**config.mk**
```make
export PLATFORM = sky130hd
export DESIGN_NAME = alu_instruction_subset
export DESIGN_NICKNAME = d
export VERILOG_FILES = /design/src/rtl/alu_subset_pkg.sv /design/src/rtl/direction_regs.sv /design/src/rtl/alu_instruction_subset.sv
export SDC_FILE = /design/constraint.sdc
export NUM_CORES = 1
export LEC_CHECK = 0
export BUFFER_PORTS_ARGS = -buffer_cell sky130_fd_sc_hd__buf_2
export CAP_MARGIN = 10
export CELL_PAD_IN_SITES_DETAIL_PLACEMENT = 1
export CELL_PAD_IN_SITES_GLOBAL_PLACEMENT = 2
export CORE_MARGIN = 1.5
export CORE_UTILIZATION = 27
export DETAILED_ROUTE_END_ITERATION = 12
export PLACE_DENSITY = 0.7
export SETUP_SLACK_MARGIN = 0.02
export SYNTH_ARGS = -nofsm -noshare
export SYNTH_HDL_FRONTEND = slang
export SYNTH_SLANG_ARGS = --single-unit
```
**constraint.sdc**
```tcl
create_clock -name core_clk_in -period 2.85 [get_ports core_clk_in]
set_input_delay 0 -clock core_clk_in [delete_from_list [all_inputs] [get_ports core_clk_in]]
set_output_delay 0 -clock core_clk_in [all_outputs]
set_load 0.005 [all_outputs]
```
**src/rtl/alu_subset_pkg.sv**
```systemverilog
// Package of encodings, field positions, reset values and phase codes for the instruction subset
package alu_subset_pkg;

  // Opcode field, instruction bits 11:8 for byte-oriented file operations
  localparam logic [3:0] OP_REG_MINUS_ACC = 4'h2;
  localparam logic [3:0] OP_DECREMENT_REG = 4'h3;
  localparam logic [3:0] OP_REG_XOR_ACC   = 4'h6;
  localparam logic [3:0] OP_COMPLEMENT    = 4'h9;
  localparam logic [3:0] OP_DEC_SKIP_ZERO = 4'hB;
  localparam logic [3:0] OP_NIBBLE_EXCH   = 4'hE;

  // Group codes in instruction bits 13:12 (file 00, literal 11) and literal opcodes
  localparam logic [1:0] GRP_FILE         = 2'h0;
  localparam logic [1:0] GRP_LITERAL      = 2'h3;
  localparam logic [2:0] LOP_MINUS_ACC    = 3'h6;
  localparam logic [3:0] LOP_XOR_ACC      = 4'hA;

  // Whole-word encodings
  localparam logic [13:0] POWER_DOWN_WORD = 14'h0063;
  localparam logic [10:0] DIR_LOAD_HIGH   = 11'h00C;
  localparam logic [2:0]  DIR_LOAD_MIN    = 3'h5;
  localparam logic [2:0]  DIR_LOAD_MAX    = 3'h7;

  // Field positions inside the instruction word
  localparam int DEST_BIT   = 7;
  localparam int INSN_WIDTH = 14;
  localparam int ADDR_WIDTH = 7;

  // Reset values
  localparam logic [7:0] ACC_RESET = 8'h00;
  localparam logic [7:0] WDT_CLEAR = 8'h00;

  // Phase codes, one-hot
  typedef enum logic [3:0]
  {
    PH_DECODE  = 4'h1,
    PH_READ    = 4'h2,
    PH_PROCESS = 4'h4,
    PH_WRITE   = 4'h8
  } phase_t;

endpackage

```
**src/rtl/direction_regs.sv**
```systemverilog
// Small storage for the three port direction registers
`timescale 1ns/1ns
`default_nettype none
module direction_regs
#(
  parameter int WIDTH = 8,
  parameter int COUNT = 3
)
(
  input  wire logic                     core_clk_in,
  input  wire logic                     nrst_in,
  input  wire logic                     wr_en_in,
  input  wire logic [1:0]               wr_idx_in,
  input  wire logic [WIDTH-1:0]         wr_data_in,
  input  wire logic [1:0]               rd_idx_in,
  output logic      [WIDTH-1:0]         rd_data_out
);

  // Direction storage; ports come up as inputs (all ones)
  logic [WIDTH-1:0] dir_mem [COUNT];

  // ------------------------------------------------------------
  // Write port
  // ------------------------------------------------------------
  always_ff @(posedge core_clk_in or negedge nrst_in)
  begin
    if (!nrst_in)
    begin
      for (int i = 0; i < COUNT; i++)
        dir_mem[i] <= '1;
    end
    else if (wr_en_in && (int'(wr_idx_in) < COUNT))
    begin
      dir_mem[wr_idx_in] <= wr_data_in;
    end
  end

  // ------------------------------------------------------------
  // Registered read port
  // ------------------------------------------------------------
  always_ff @(posedge core_clk_in or negedge nrst_in)
  begin
    if (!nrst_in)
      rd_data_out <= '1;
    else if (int'(rd_idx_in) < COUNT)
      rd_data_out <= dir_mem[rd_idx_in];
    else
      rd_data_out <= '0;
  end

endmodule
`default_nettype wire

```
**src/rtl/alu_instruction_subset.sv**
```systemverilog
// Four-phase decode and execute core for a subset of the 8-bit instruction set
`timescale 1ns/1ns
`default_nettype none
// Operation
// - Decode, read, compute, write across four phases
// - decrement_reg subtracts one, zero flag only
// - complement_reg inverts file value, zero flag only
// - Accumulator target leaves source register unchanged
// - decrement_skip_zero skips next when result zero
// - Power-down clears watchdog, sets timeout, clears power-down
// - Power-down one cycle, sleeps after the final phase with the phase held at decode
// - reg_minus_acc: carry means no borrow
// - nibble_exchange swaps nibbles, flags unchanged
// - direction_load copies accumulator to direction register
module alu_instruction_subset
#(
  parameter int DATA_WIDTH = 8
)
(
  input  wire logic                  core_clk_in,
  input  wire logic                  nrst_in,
  input  wire logic [13:0]           insn_in,
  input  wire logic                  insn_valid_in,
  input  wire logic [DATA_WIDTH-1:0] file_rdata_in,
  input  wire logic                  wake_in,
  output logic      [3:0]            phase_out,
  output logic      [6:0]            file_addr_out,
  output logic                       file_rd_out,
  output logic                       file_wr_out,
  output logic      [DATA_WIDTH-1:0] file_wdata_out,
  output logic      [DATA_WIDTH-1:0] acc_out,
  output logic                       zero_flag_out,
  output logic                       carry_flag_out,
  output logic                       nibble_borrow_flag_out,
  output logic                       timeout_flag_out,
  output logic                       power_down_flag_out,
  output logic      [7:0]            watchdog_counter_out,
  output logic                       wdt_prescaler_clr_out,
  output logic                       sleep_out,
  output logic                       skip_out,
  output logic                       insn_done_out,
  output logic      [DATA_WIDTH-1:0] dir_rdata_out,
  input  wire logic [1:0]            dir_rd_idx_in
);

  // ------------------------------------------------------------
  // Declarations
  // ------------------------------------------------------------
  alu_subset_pkg::phase_t phase;              // Current phase of the cycle
  alu_subset_pkg::phase_t next_phase;         // Phase for the next edge
  logic [13:0]            insn;               // Instruction latched at decode
  logic                   skip_cycle;         // Current cycle is a forced no-op
  logic                   skip_pending;       // Next cycle must be discarded
  logic [DATA_WIDTH-1:0]  operand;            // Operand captured in the read phase
  logic [DATA_WIDTH-1:0]  result;             // Result held from compute to write
  logic                   res_z;              // Zero flag candidate
  logic                   res_c;              // Carry candidate
  logic                   res_dc;             // Digit carry candidate
  logic                   upd_z;              // Zero flag is written
  logic                   upd_cdc;            // Carry and digit carry written
  logic                   to_file;            // Destination is the file register
  logic                   writes;             // Instruction writes a destination
  logic                   is_sleep;           // Decoded power-down
  logic                   is_dir;             // Decoded direction_load
  logic                   is_lit;             // Operand comes from the literal
  logic [DATA_WIDTH-1:0]  next_result;        // Combinational compute output
  logic [DATA_WIDTH:0]    diff;               // Subtract with carry out
  logic [4:0]             ndiff;              // Low-nibble subtract

  // Add with carry-in; subtraction is a + ~b + 1, so carry out means no borrow
  function automatic logic [DATA_WIDTH:0] add_c(input logic [DATA_WIDTH-1:0] a,
                                                input logic [DATA_WIDTH-1:0] b);
    add_c = {1'b0, a} + {1'b0, b} + {{DATA_WIDTH{1'b0}}, 1'b1};
  endfunction

  // ------------------------------------------------------------
  // Phase sequencer, halted while asleep
  // ------------------------------------------------------------
  always_comb
  begin
    next_phase = phase;
    case (phase)
      alu_subset_pkg::PH_DECODE:  next_phase = alu_subset_pkg::PH_READ;
      alu_subset_pkg::PH_READ:    next_phase = alu_subset_pkg::PH_PROCESS;
      alu_subset_pkg::PH_PROCESS: next_phase = alu_subset_pkg::PH_WRITE;
      alu_subset_pkg::PH_WRITE:   next_phase = alu_subset_pkg::PH_DECODE;
      default:                    next_phase = alu_subset_pkg::PH_DECODE;
    endcase
  end

  // Oscillator stop is modelled by freezing the phase clock in sleep
  always_ff @(posedge core_clk_in or negedge nrst_in)
  begin
    if (!nrst_in)
      phase <= alu_subset_pkg::PH_DECODE;
    else if (!sleep_out)
      phase <= next_phase;
  end

  // ------------------------------------------------------------
  // Decode of the latched word
  // ------------------------------------------------------------
  always_comb
  begin
    is_sleep = (insn == alu_subset_pkg::POWER_DOWN_WORD);
    is_dir   = (insn[13:3] == alu_subset_pkg::DIR_LOAD_HIGH)
               && (insn[2:0] >= alu_subset_pkg::DIR_LOAD_MIN)
               && (insn[2:0] <= alu_subset_pkg::DIR_LOAD_MAX);
    is_lit   = (insn[13:12] == alu_subset_pkg::GRP_LITERAL);
    to_file  = !is_lit && insn[alu_subset_pkg::DEST_BIT];
    writes   = 1'b0;
    upd_z    = 1'b0;
    upd_cdc  = 1'b0;
    if (skip_cycle || is_sleep || is_dir)
    begin
      writes = 1'b0;
    end
    else if (is_lit)
    begin
      if (insn[11:9] == alu_subset_pkg::LOP_MINUS_ACC)
      begin
        writes  = 1'b1;
        upd_z   = 1'b1;
        upd_cdc = 1'b1;
      end
      else if (insn[11:8] == alu_subset_pkg::LOP_XOR_ACC)
      begin
        writes = 1'b1;
        upd_z  = 1'b1;
      end
    end
    else if (insn[13:12] == alu_subset_pkg::GRP_FILE)
    begin
      case (insn[11:8])
        alu_subset_pkg::OP_REG_MINUS_ACC: begin writes = 1'b1; upd_z = 1'b1; upd_cdc = 1'b1; end
        alu_subset_pkg::OP_DECREMENT_REG: begin writes = 1'b1; upd_z = 1'b1; end
        alu_subset_pkg::OP_REG_XOR_ACC:   begin writes = 1'b1; upd_z = 1'b1; end
        alu_subset_pkg::OP_COMPLEMENT:    begin writes = 1'b1; upd_z = 1'b1; end
        alu_subset_pkg::OP_DEC_SKIP_ZERO: writes = 1'b1;
        alu_subset_pkg::OP_NIBBLE_EXCH:   writes = 1'b1;
        default:                          writes = 1'b0;
      endcase
    end
  end

  // ------------------------------------------------------------
  // Compute
  // ------------------------------------------------------------
  always_comb
  begin
    diff        = add_c(operand, ~acc_out);
    ndiff       = {1'b0, operand[3:0]} + {1'b0, ~acc_out[3:0]} + 5'h01;
    next_result = operand;
    if (is_lit && insn[11:8] == alu_subset_pkg::LOP_XOR_ACC)
      next_result = operand ^ acc_out;
    else if (is_lit)
      next_result = diff[DATA_WIDTH-1:0];
    else
    begin
      case (insn[11:8])
        alu_subset_pkg::OP_REG_MINUS_ACC: next_result = diff[DATA_WIDTH-1:0];
        alu_subset_pkg::OP_DECREMENT_REG: next_result = operand - 8'h01;
        alu_subset_pkg::OP_DEC_SKIP_ZERO: next_result = operand - 8'h01;
        alu_subset_pkg::OP_REG_XOR_ACC:   next_result = operand ^ acc_out;
        alu_subset_pkg::OP_COMPLEMENT:    next_result = ~operand;
        alu_subset_pkg::OP_NIBBLE_EXCH:   next_result = {operand[3:0], operand[7:4]};
        default:                          next_result = operand;
      endcase
    end
  end

  // ------------------------------------------------------------
  // Latch instruction at decode, operand at read, result at process
  // ------------------------------------------------------------
  always_ff @(posedge core_clk_in or negedge nrst_in)
  begin
    if (!nrst_in)
    begin
      insn       <= '0;
      skip_cycle <= 1'b0;
      operand    <= '0;
      result     <= '0;
      res_z      <= 1'b0;
      res_c      <= 1'b0;
      res_dc     <= 1'b0;
    end
    else if (!sleep_out)
    begin
      if (phase == alu_subset_pkg::PH_DECODE)
      begin
        // Invalid fetch becomes a no-op cycle
        insn       <= insn_valid_in ? insn_in : 14'h0000;
        skip_cycle <= skip_pending;
      end
      if (phase == alu_subset_pkg::PH_READ)
        operand <= is_lit ? insn[7:0] : file_rdata_in;
      if (phase == alu_subset_pkg::PH_PROCESS)
      begin
        result <= next_result;
        res_z  <= (next_result == '0);
        res_c  <= diff[DATA_WIDTH];
        res_dc <= ndiff[4];
      end
    end
  end

  // ------------------------------------------------------------
  // Write phase: accumulator, flags and skip request
  // ------------------------------------------------------------
  always_ff @(posedge core_clk_in or negedge nrst_in)
  begin
    if (!nrst_in)
    begin
      acc_out                <= alu_subset_pkg::ACC_RESET;
      zero_flag_out          <= 1'b0;
      carry_flag_out         <= 1'b0;
      nibble_borrow_flag_out <= 1'b0;
      skip_pending           <= 1'b0;
    end
    else if (phase == alu_subset_pkg::PH_WRITE && !sleep_out)
    begin
      if (writes && !to_file)
        acc_out <= result;
      if (upd_z)
        zero_flag_out <= res_z;
      if (upd_cdc)
      begin
        carry_flag_out         <= res_c;
        nibble_borrow_flag_out <= res_dc;
      end
      skip_pending <= writes && (insn[11:8] == alu_subset_pkg::OP_DEC_SKIP_ZERO)
                      && !is_lit && res_z;
    end
  end

  // ------------------------------------------------------------
  // Power-down: watchdog, status bits and sleep
  // ------------------------------------------------------------
  always_ff @(posedge core_clk_in or negedge nrst_in)
  begin
    if (!nrst_in)
    begin
      watchdog_counter_out  <= alu_subset_pkg::WDT_CLEAR;
      wdt_prescaler_clr_out <= 1'b0;
      timeout_flag_out      <= 1'b1;
      power_down_flag_out   <= 1'b1;
      sleep_out             <= 1'b0;
    end
    else
    begin
      wdt_prescaler_clr_out <= 1'b0;
      if (sleep_out)
      begin
        // Wake returns to the decode phase of the next cycle
        if (wake_in)
          sleep_out <= 1'b0;
      end
      else if (phase == alu_subset_pkg::PH_WRITE && is_sleep && !skip_cycle)
      begin
        watchdog_counter_out  <= alu_subset_pkg::WDT_CLEAR;
        wdt_prescaler_clr_out <= 1'b1;
        timeout_flag_out      <= 1'b1;
        power_down_flag_out   <= 1'b0;
        sleep_out             <= 1'b1;
      end
      else if (phase == alu_subset_pkg::PH_WRITE)
        watchdog_counter_out <= watchdog_counter_out + 8'h01;
    end
  end

  // ------------------------------------------------------------
  // Direction registers, written by the legacy load
  // ------------------------------------------------------------
  direction_regs #(.WIDTH(DATA_WIDTH), .COUNT(3)) u_dir
  (
    .core_clk_in (core_clk_in),
    .nrst_in     (nrst_in),
    .wr_en_in    (phase == alu_subset_pkg::PH_WRITE && is_dir && !skip_cycle && !sleep_out),
    .wr_idx_in   (2'(insn[2:0] - alu_subset_pkg::DIR_LOAD_MIN)),
    .wr_data_in  (acc_out),
    .rd_idx_in   (dir_rd_idx_in),
    .rd_data_out (dir_rdata_out)
  );

  // ------------------------------------------------------------
  // File register port
  // ------------------------------------------------------------
  always_comb
  begin
    phase_out      = phase;
    file_addr_out  = insn[6:0];
    file_rd_out    = (phase == alu_subset_pkg::PH_READ) && !is_lit && writes;
    file_wr_out    = (phase == alu_subset_pkg::PH_WRITE) && writes && to_file && !sleep_out;
    file_wdata_out = result;
    skip_out       = skip_cycle;
    insn_done_out  = (phase == alu_subset_pkg::PH_WRITE) && !sleep_out;
  end

endmodule
`default_nettype wire

```
# After elaboration in Yosys (flattened, before gate mapping)
# Cells that the tools add are included.
# totals
reg_bits	93
input_bits	28
output_inout_bits	54
elab_cells	132
# op_classes
add_sub_neg	7
n_lt_le_gt_ge	7
eq_ne	15
muxes	34
n_bitwise	7
n_reduce_logical	41
# ops
operator	n
$mux W8	9
$pmux W8 S5	1
$bwmux W24	1
$logic_and A1 B1 Y1	21
$eq A4 B4 Y1 const B	5
$mux W1	19
$bmux W8 S2	1
$demux W8 S2	1
$not A8 Y8	2
$reduce_and A2 Y1	8
$eq A14 B7 Y1 const B	1
$mux W14	1
$eq A4 B2 Y1 const B	3
$pmux W4 S3	1
$eq A11 B4 Y1 const B	1
$add A8 B8 Y9	1
$add A9 B1 Y9 const B	1
$ge A3 B3 Y1 const B	3
$add A8 B1 Y8 const B	1
$eq A4 B3 Y1 const B	2
$logic_not A8 Y1	1
$sub A8 B1 Y8 const B	1
$xor A8 B8 Y8	1
$not A2 Y3	2
other kinds (18)	23

# Depth between registers and ports, before layout
# depth
depth_word	9
depth_mapped	12
ltp_nobuf	11

# Hierarchy
# A second synthesis with hierarchy kept.
# hier_totals
cells_unflattened	528
area_unflattened_um2	5253.8
# by_module_without_submodules
mod	instances	cells_each	area_each_um2	seq_area_each_um2
alu_instruction_subset	1	449	3930.0	1529.0
direction_regs	1	79	1323.8	840.8

# Least setup slack after synthesis
# No wires, ideal clock.
# synth_path
path_kind	reg2reg
from	register operand[0]
to	register result[6] (netlist: file_wdata_out[6])
setup_ns	0.125
arrival_ns	2.461
path_slack_ns	0.264
path_stages_with_launch	13
n_path_buf	1
period_less_slack_ns	2.586
cell_sequence	dfrtp_1 > clkbuf_1 > inv_1 > ha_1 > inv_1 > fa_1 > a21o_1 > nand4_1 > nor3b_1 > mux2i_1 > o22ai_1 > o31ai_1 > mux2_2
# synth_between
elab_chain_cells	5
word_cells_on_any_way	6
cone_classes	add/sub: 3; mux: 3
# synth_lines
item	line	source
start, declared	alu_instruction_subset.sv:54	logic [DATA_WIDTH-1:0] operand;
start signal, assigned	alu_instruction_subset.sv:196	operand <= is_lit ? insn[7:0] : file_rdata_in;
$add A8 B8 Y9	alu_instruction_subset.sv:73	add_c = {1'b0, a} + {1'b0, b} + {{DATA_WIDTH{1'b0}}, 1'b1};
$add A9 B1 Y9	alu_instruction_subset.sv:73	
$pmux W8 S5	alu_instruction_subset.sv:160	case (insn[11:8])
$mux W8 *	alu_instruction_subset.sv:156	else if (is_lit)
$mux W8 *	alu_instruction_subset.sv:154	if (is_lit && insn[11:8] == alu_subset_pkg::LOP_XOR_ACC)
end signal, assigned	alu_instruction_subset.sv:199	result <= next_result;
end, declared	alu_instruction_subset.sv:55	logic [DATA_WIDTH-1:0] result;
# Mark *: on every way between the ends. The rest lies on a longest branch, timed or not.
# A chain may end at the register's enable or synchronous reset.

# Final worst setup path
# Ends and elaborated chain as after synthesis.

==> run metrics <==
Fill cells 2186; GPL Wtd Cong between 0.9 and 1; share of the synthesized area in the top cell type 0.2841; area delta synth->final 25.25%; Die W about 140 um; core area 18770 um2; CTS H-tree lvls 3; post-CTS setup buffers 0; DR WL/cell between 15 and 20 um; Net Sw Frac 0.3253; Synth cell types 69; clk_skew 11.82 ps; CTS Buffer Depth 2; final-report max-slew violation count 0; Ports 82; pre-CTS setup slack between 150 and 200 ps; routed wire length 16350 um; Synth Instances roughly 550; EDFF count, synth 0; vias in the first global route slightly below 5000; P per Cell Area between 500 and 600 nW/um2; Die Area about 20000 um2; nets roughly 700; WS Path Type reg2reg; # clock sinks between 90 and 100; Final Hold Vio Count 0; total CTS buffers 9; largest net degree at the start of global routing 77; Synth Flop Type dfrtp_1; DR vias/cell approximately 5; Critical Path RT just over 3000 ps; Final Util 0.3469; Seq/Total Area, Yosys 0.4559; Synth area leader dfrtp_1; NetSw 1.252 mW; ys async rst share 1.000; Synth warnings 0; Fmax between 300 and 400 MHz; starting density of the core 0.2769; Die H about 140 um; MaxCap Viol Count 0; critical path data arrival time between 2000 and 3000 ps; Worst-Skew Late Latency 360 ps; Crit. End Element flip-flop; critical path launch point type flip-flop; FP Rows 50; Total GRT Usage 0.1700; HP Class in2reg; share of cells above drive strength 1 0.3092; detailed-route via count approximately 4500; syn_nets between 500 and 600; Antenna Diode Count 0; Syn Area/Cell approximately 9.4 um2; minimum clock period 2585 ps; setup violators final 0; antenna viol nets, final 0; Pint 2.597 mW; Remaining DRCs 0; initial antenna violation count 0; Post-Route Setup TNS 0 ps; part of the power in registers 0.424; VDD IR max about 280 uV; Root Buffer clkbuf_16; clock network fraction of total power 0.327; period utilization 0.9069; Worst Max-Slew Pin Slew just under 1000 ps; PortBufs 80; Pre-antenna DRT Iters 5; FF+latch count, synth 93; mapped cell area around 5200 um2; clock slew at reported path FFs approximately 70 ps; DRT iter0 DRCs between 150 and 200; status complete, no violations; post-route setup slack approximately 270 ps; unrepaired setup endpoints after global routing no; CTS tree done; Worst slew margin 0.3378; synth top area cells dfrtp_1, dfstp_2, mux2_2; GR Overflow Total 0; crit-path max FO 4; first-pass GRT wire length between 20000 and 30000 um; post-DP HPWL about 12000 um; LEAKAGE slightly below 3 nW; Pwr Total a little under 4 mW; combinational cell fraction of total power 0.248
[metrics by stage]
stage	cell area (um2)	cells	hold slack [ps]
CTS	6500	897	3.110
floorplan	5197	553	-295.6
global placement	5906	853	217.7
finish	6510	897	8.762
global route	6510	897	36.40
detailed placement	5906	853	234.4
[routing by layer]
| layer | up-vias | GRT usage | routed length [um] | part of all wire |
|---|---|---|---|---|
| li1 | 2164 | - | - | - |
| met1 | 2256 | 0.2237 | 7763 | 0.47 |
| met2 | 96 | 0.2842 | 7761 | 0.47 |
| met3 | 19 | 0.03341 | 602 | 0.037 |
| met4 | 0 | 0.04721 | 221 | 0.014 |
| met5 | - | 0 | 0 | 0 |
[worst max-delay path, stage by stage, from the launching register on]
cell     delay (ps)
dfrtp_1         380
inv_1           120
ha_1            150
inv_1            70
fa_1            440
a21o_1          240
nand4_1          90
nor3b_1         190
buf_4           160
mux2i_1          70
o22ai_1         160
o31ai_1         130
mux2_2          270
[kinds of logic (layout without fill, tap and decap cells)]
| group | after synthesis | in the layout | share of synthesized area |
|---|---|---|---|
| AO/OA/AOI/OAI | 136 | 136 | 0.1599 |
| AND/OR/NAND/NOR | 190 | 190 | 0.1837 |
| multiplexers | 48 | 48 | 0.1011 |
| XOR/XNOR | 7 | 7 | 0.01180 |
| buffers and inverters | 66 | 176 | 0.05705 |
| adder cells (fa/ha/maj) | 12 | 12 | 0.02985 |
| flip-flops | 93 | 93 | 0.4559 |
| other | 1 | 1 | 0.0007215 |
[sequential cells by signal (all words and copies together) (netlist names), 4 cells and up]
register / count
watchdog_counter_out: 8
phase_out: 4
operand: 8
insn: 14
file_wdata_out: 8
u_dir.dir_mem: 24
u_dir.rd_data_out: 8
acc_out: 8
[final timing paths]
| check | depth (start not counted) | endpoint | startpoint | slack, ps |
|---|---|---|---|---|
| worst min register to register | 2 | u_dir.rd_data_out[4] | u_dir.dir_mem[12] | 480 |
| max in group asynchronous | 3 | u_dir.dir_mem[10] | nrst_in | 1600 |
| min in group asynchronous | 2 | acc_out[1] | nrst_in | 340 |
| worst min-delay path | 3 | insn[1] | insn_valid_in | 9 |
| worst max register to register | 12 | file_wdata_out[6] | operand[0] | 270 |
| worst max-delay path | 12 | file_wdata_out[6] | operand[0] | 270 |
[cell usage in the layout (no fill, tap or decap), types with 5 or more instances in the layout]
master / netlist / routed
dfstp_2: 34 / 34
a21oi_1: 20 / 19
mux2_2: 35 / 35
nand2_1: 87 / 87
o31ai_1: 7 / 7
dlygate4sd3_1: 0 / 28
nand3_1: 8 / 8
nor2_1: 29 / 29
and3_1: 5 / 5
dfrtp_1: 59 / 59
nand2b_1: 7 / 7
clkbuf_16: 0 / 11
buf_2: 6 / 79
ha_1: 10 / 10
nor3_1: 13 / 13
inv_1: 25 / 25
xnor2_1: 5 / 5
nor2b_1: 6 / 6
buf_4: 9 / 27
a31oi_1: 17 / 17
o22ai_1: 6 / 6
o21ai_0: 55 / 55
mux2i_1: 12 / 12
[synth_stat cells (all sizes together), types with 4 or more instances]
library cell	n
and3	5
a21o	4
o21ai	56
a31oi	18
xnor2	5
inv	25
and2	5
nor4	5
nand2b	7
ha	10
buf	19
a21oi	20
nor2	30
o22ai	6
o31ai	7
nand2	87
nor3b	6
mux2	36
dfstp	34
nand4	4
mux2i	12
nand3	9
clkbuf	22
nor2b	6
dfrtp	59
nor3	14
[layout make-up]
cell class / instances / area (um2) / share of cell area
clock buffer: 12 / 279.0 / 0.04286
clock inverter: 4 / 35.03 / 0.005382
tap: 234 / 292.8 / 0.04497
sequential: 93 / 2370 / 0.3640
inverter: 25 / 93.84 / 0.01441
multi-input combinational: 394 / 2541 / 0.3904
timing repair buffer: 135 / 898.4 / 0.1380
[power by group through the flow]
| stage | clock, mW | sequential (mW) | combinational (mW) |
|---|---|---|---|
| after floorplan | 0 | 1.60 | 0.564 |
| after global placement | 0 | 1.65 | 0.893 |
| after detailed placement | 0 | 1.66 | 0.921 |
| after CTS | 1.30 | 1.64 | 0.954 |
| after global routing | 1.34 | 1.66 | 1.08 |
| final | 1.26 | 1.63 | 0.956 |
[repair_timing]
action,4_1_cts,5_1_grt
hold buffers,28,0
endpoints found under the hold margin,90,0
resized for setup,0,3
setup endpoints to repair,0,1
Note: power is estimated with default switching activity, not from simulation.
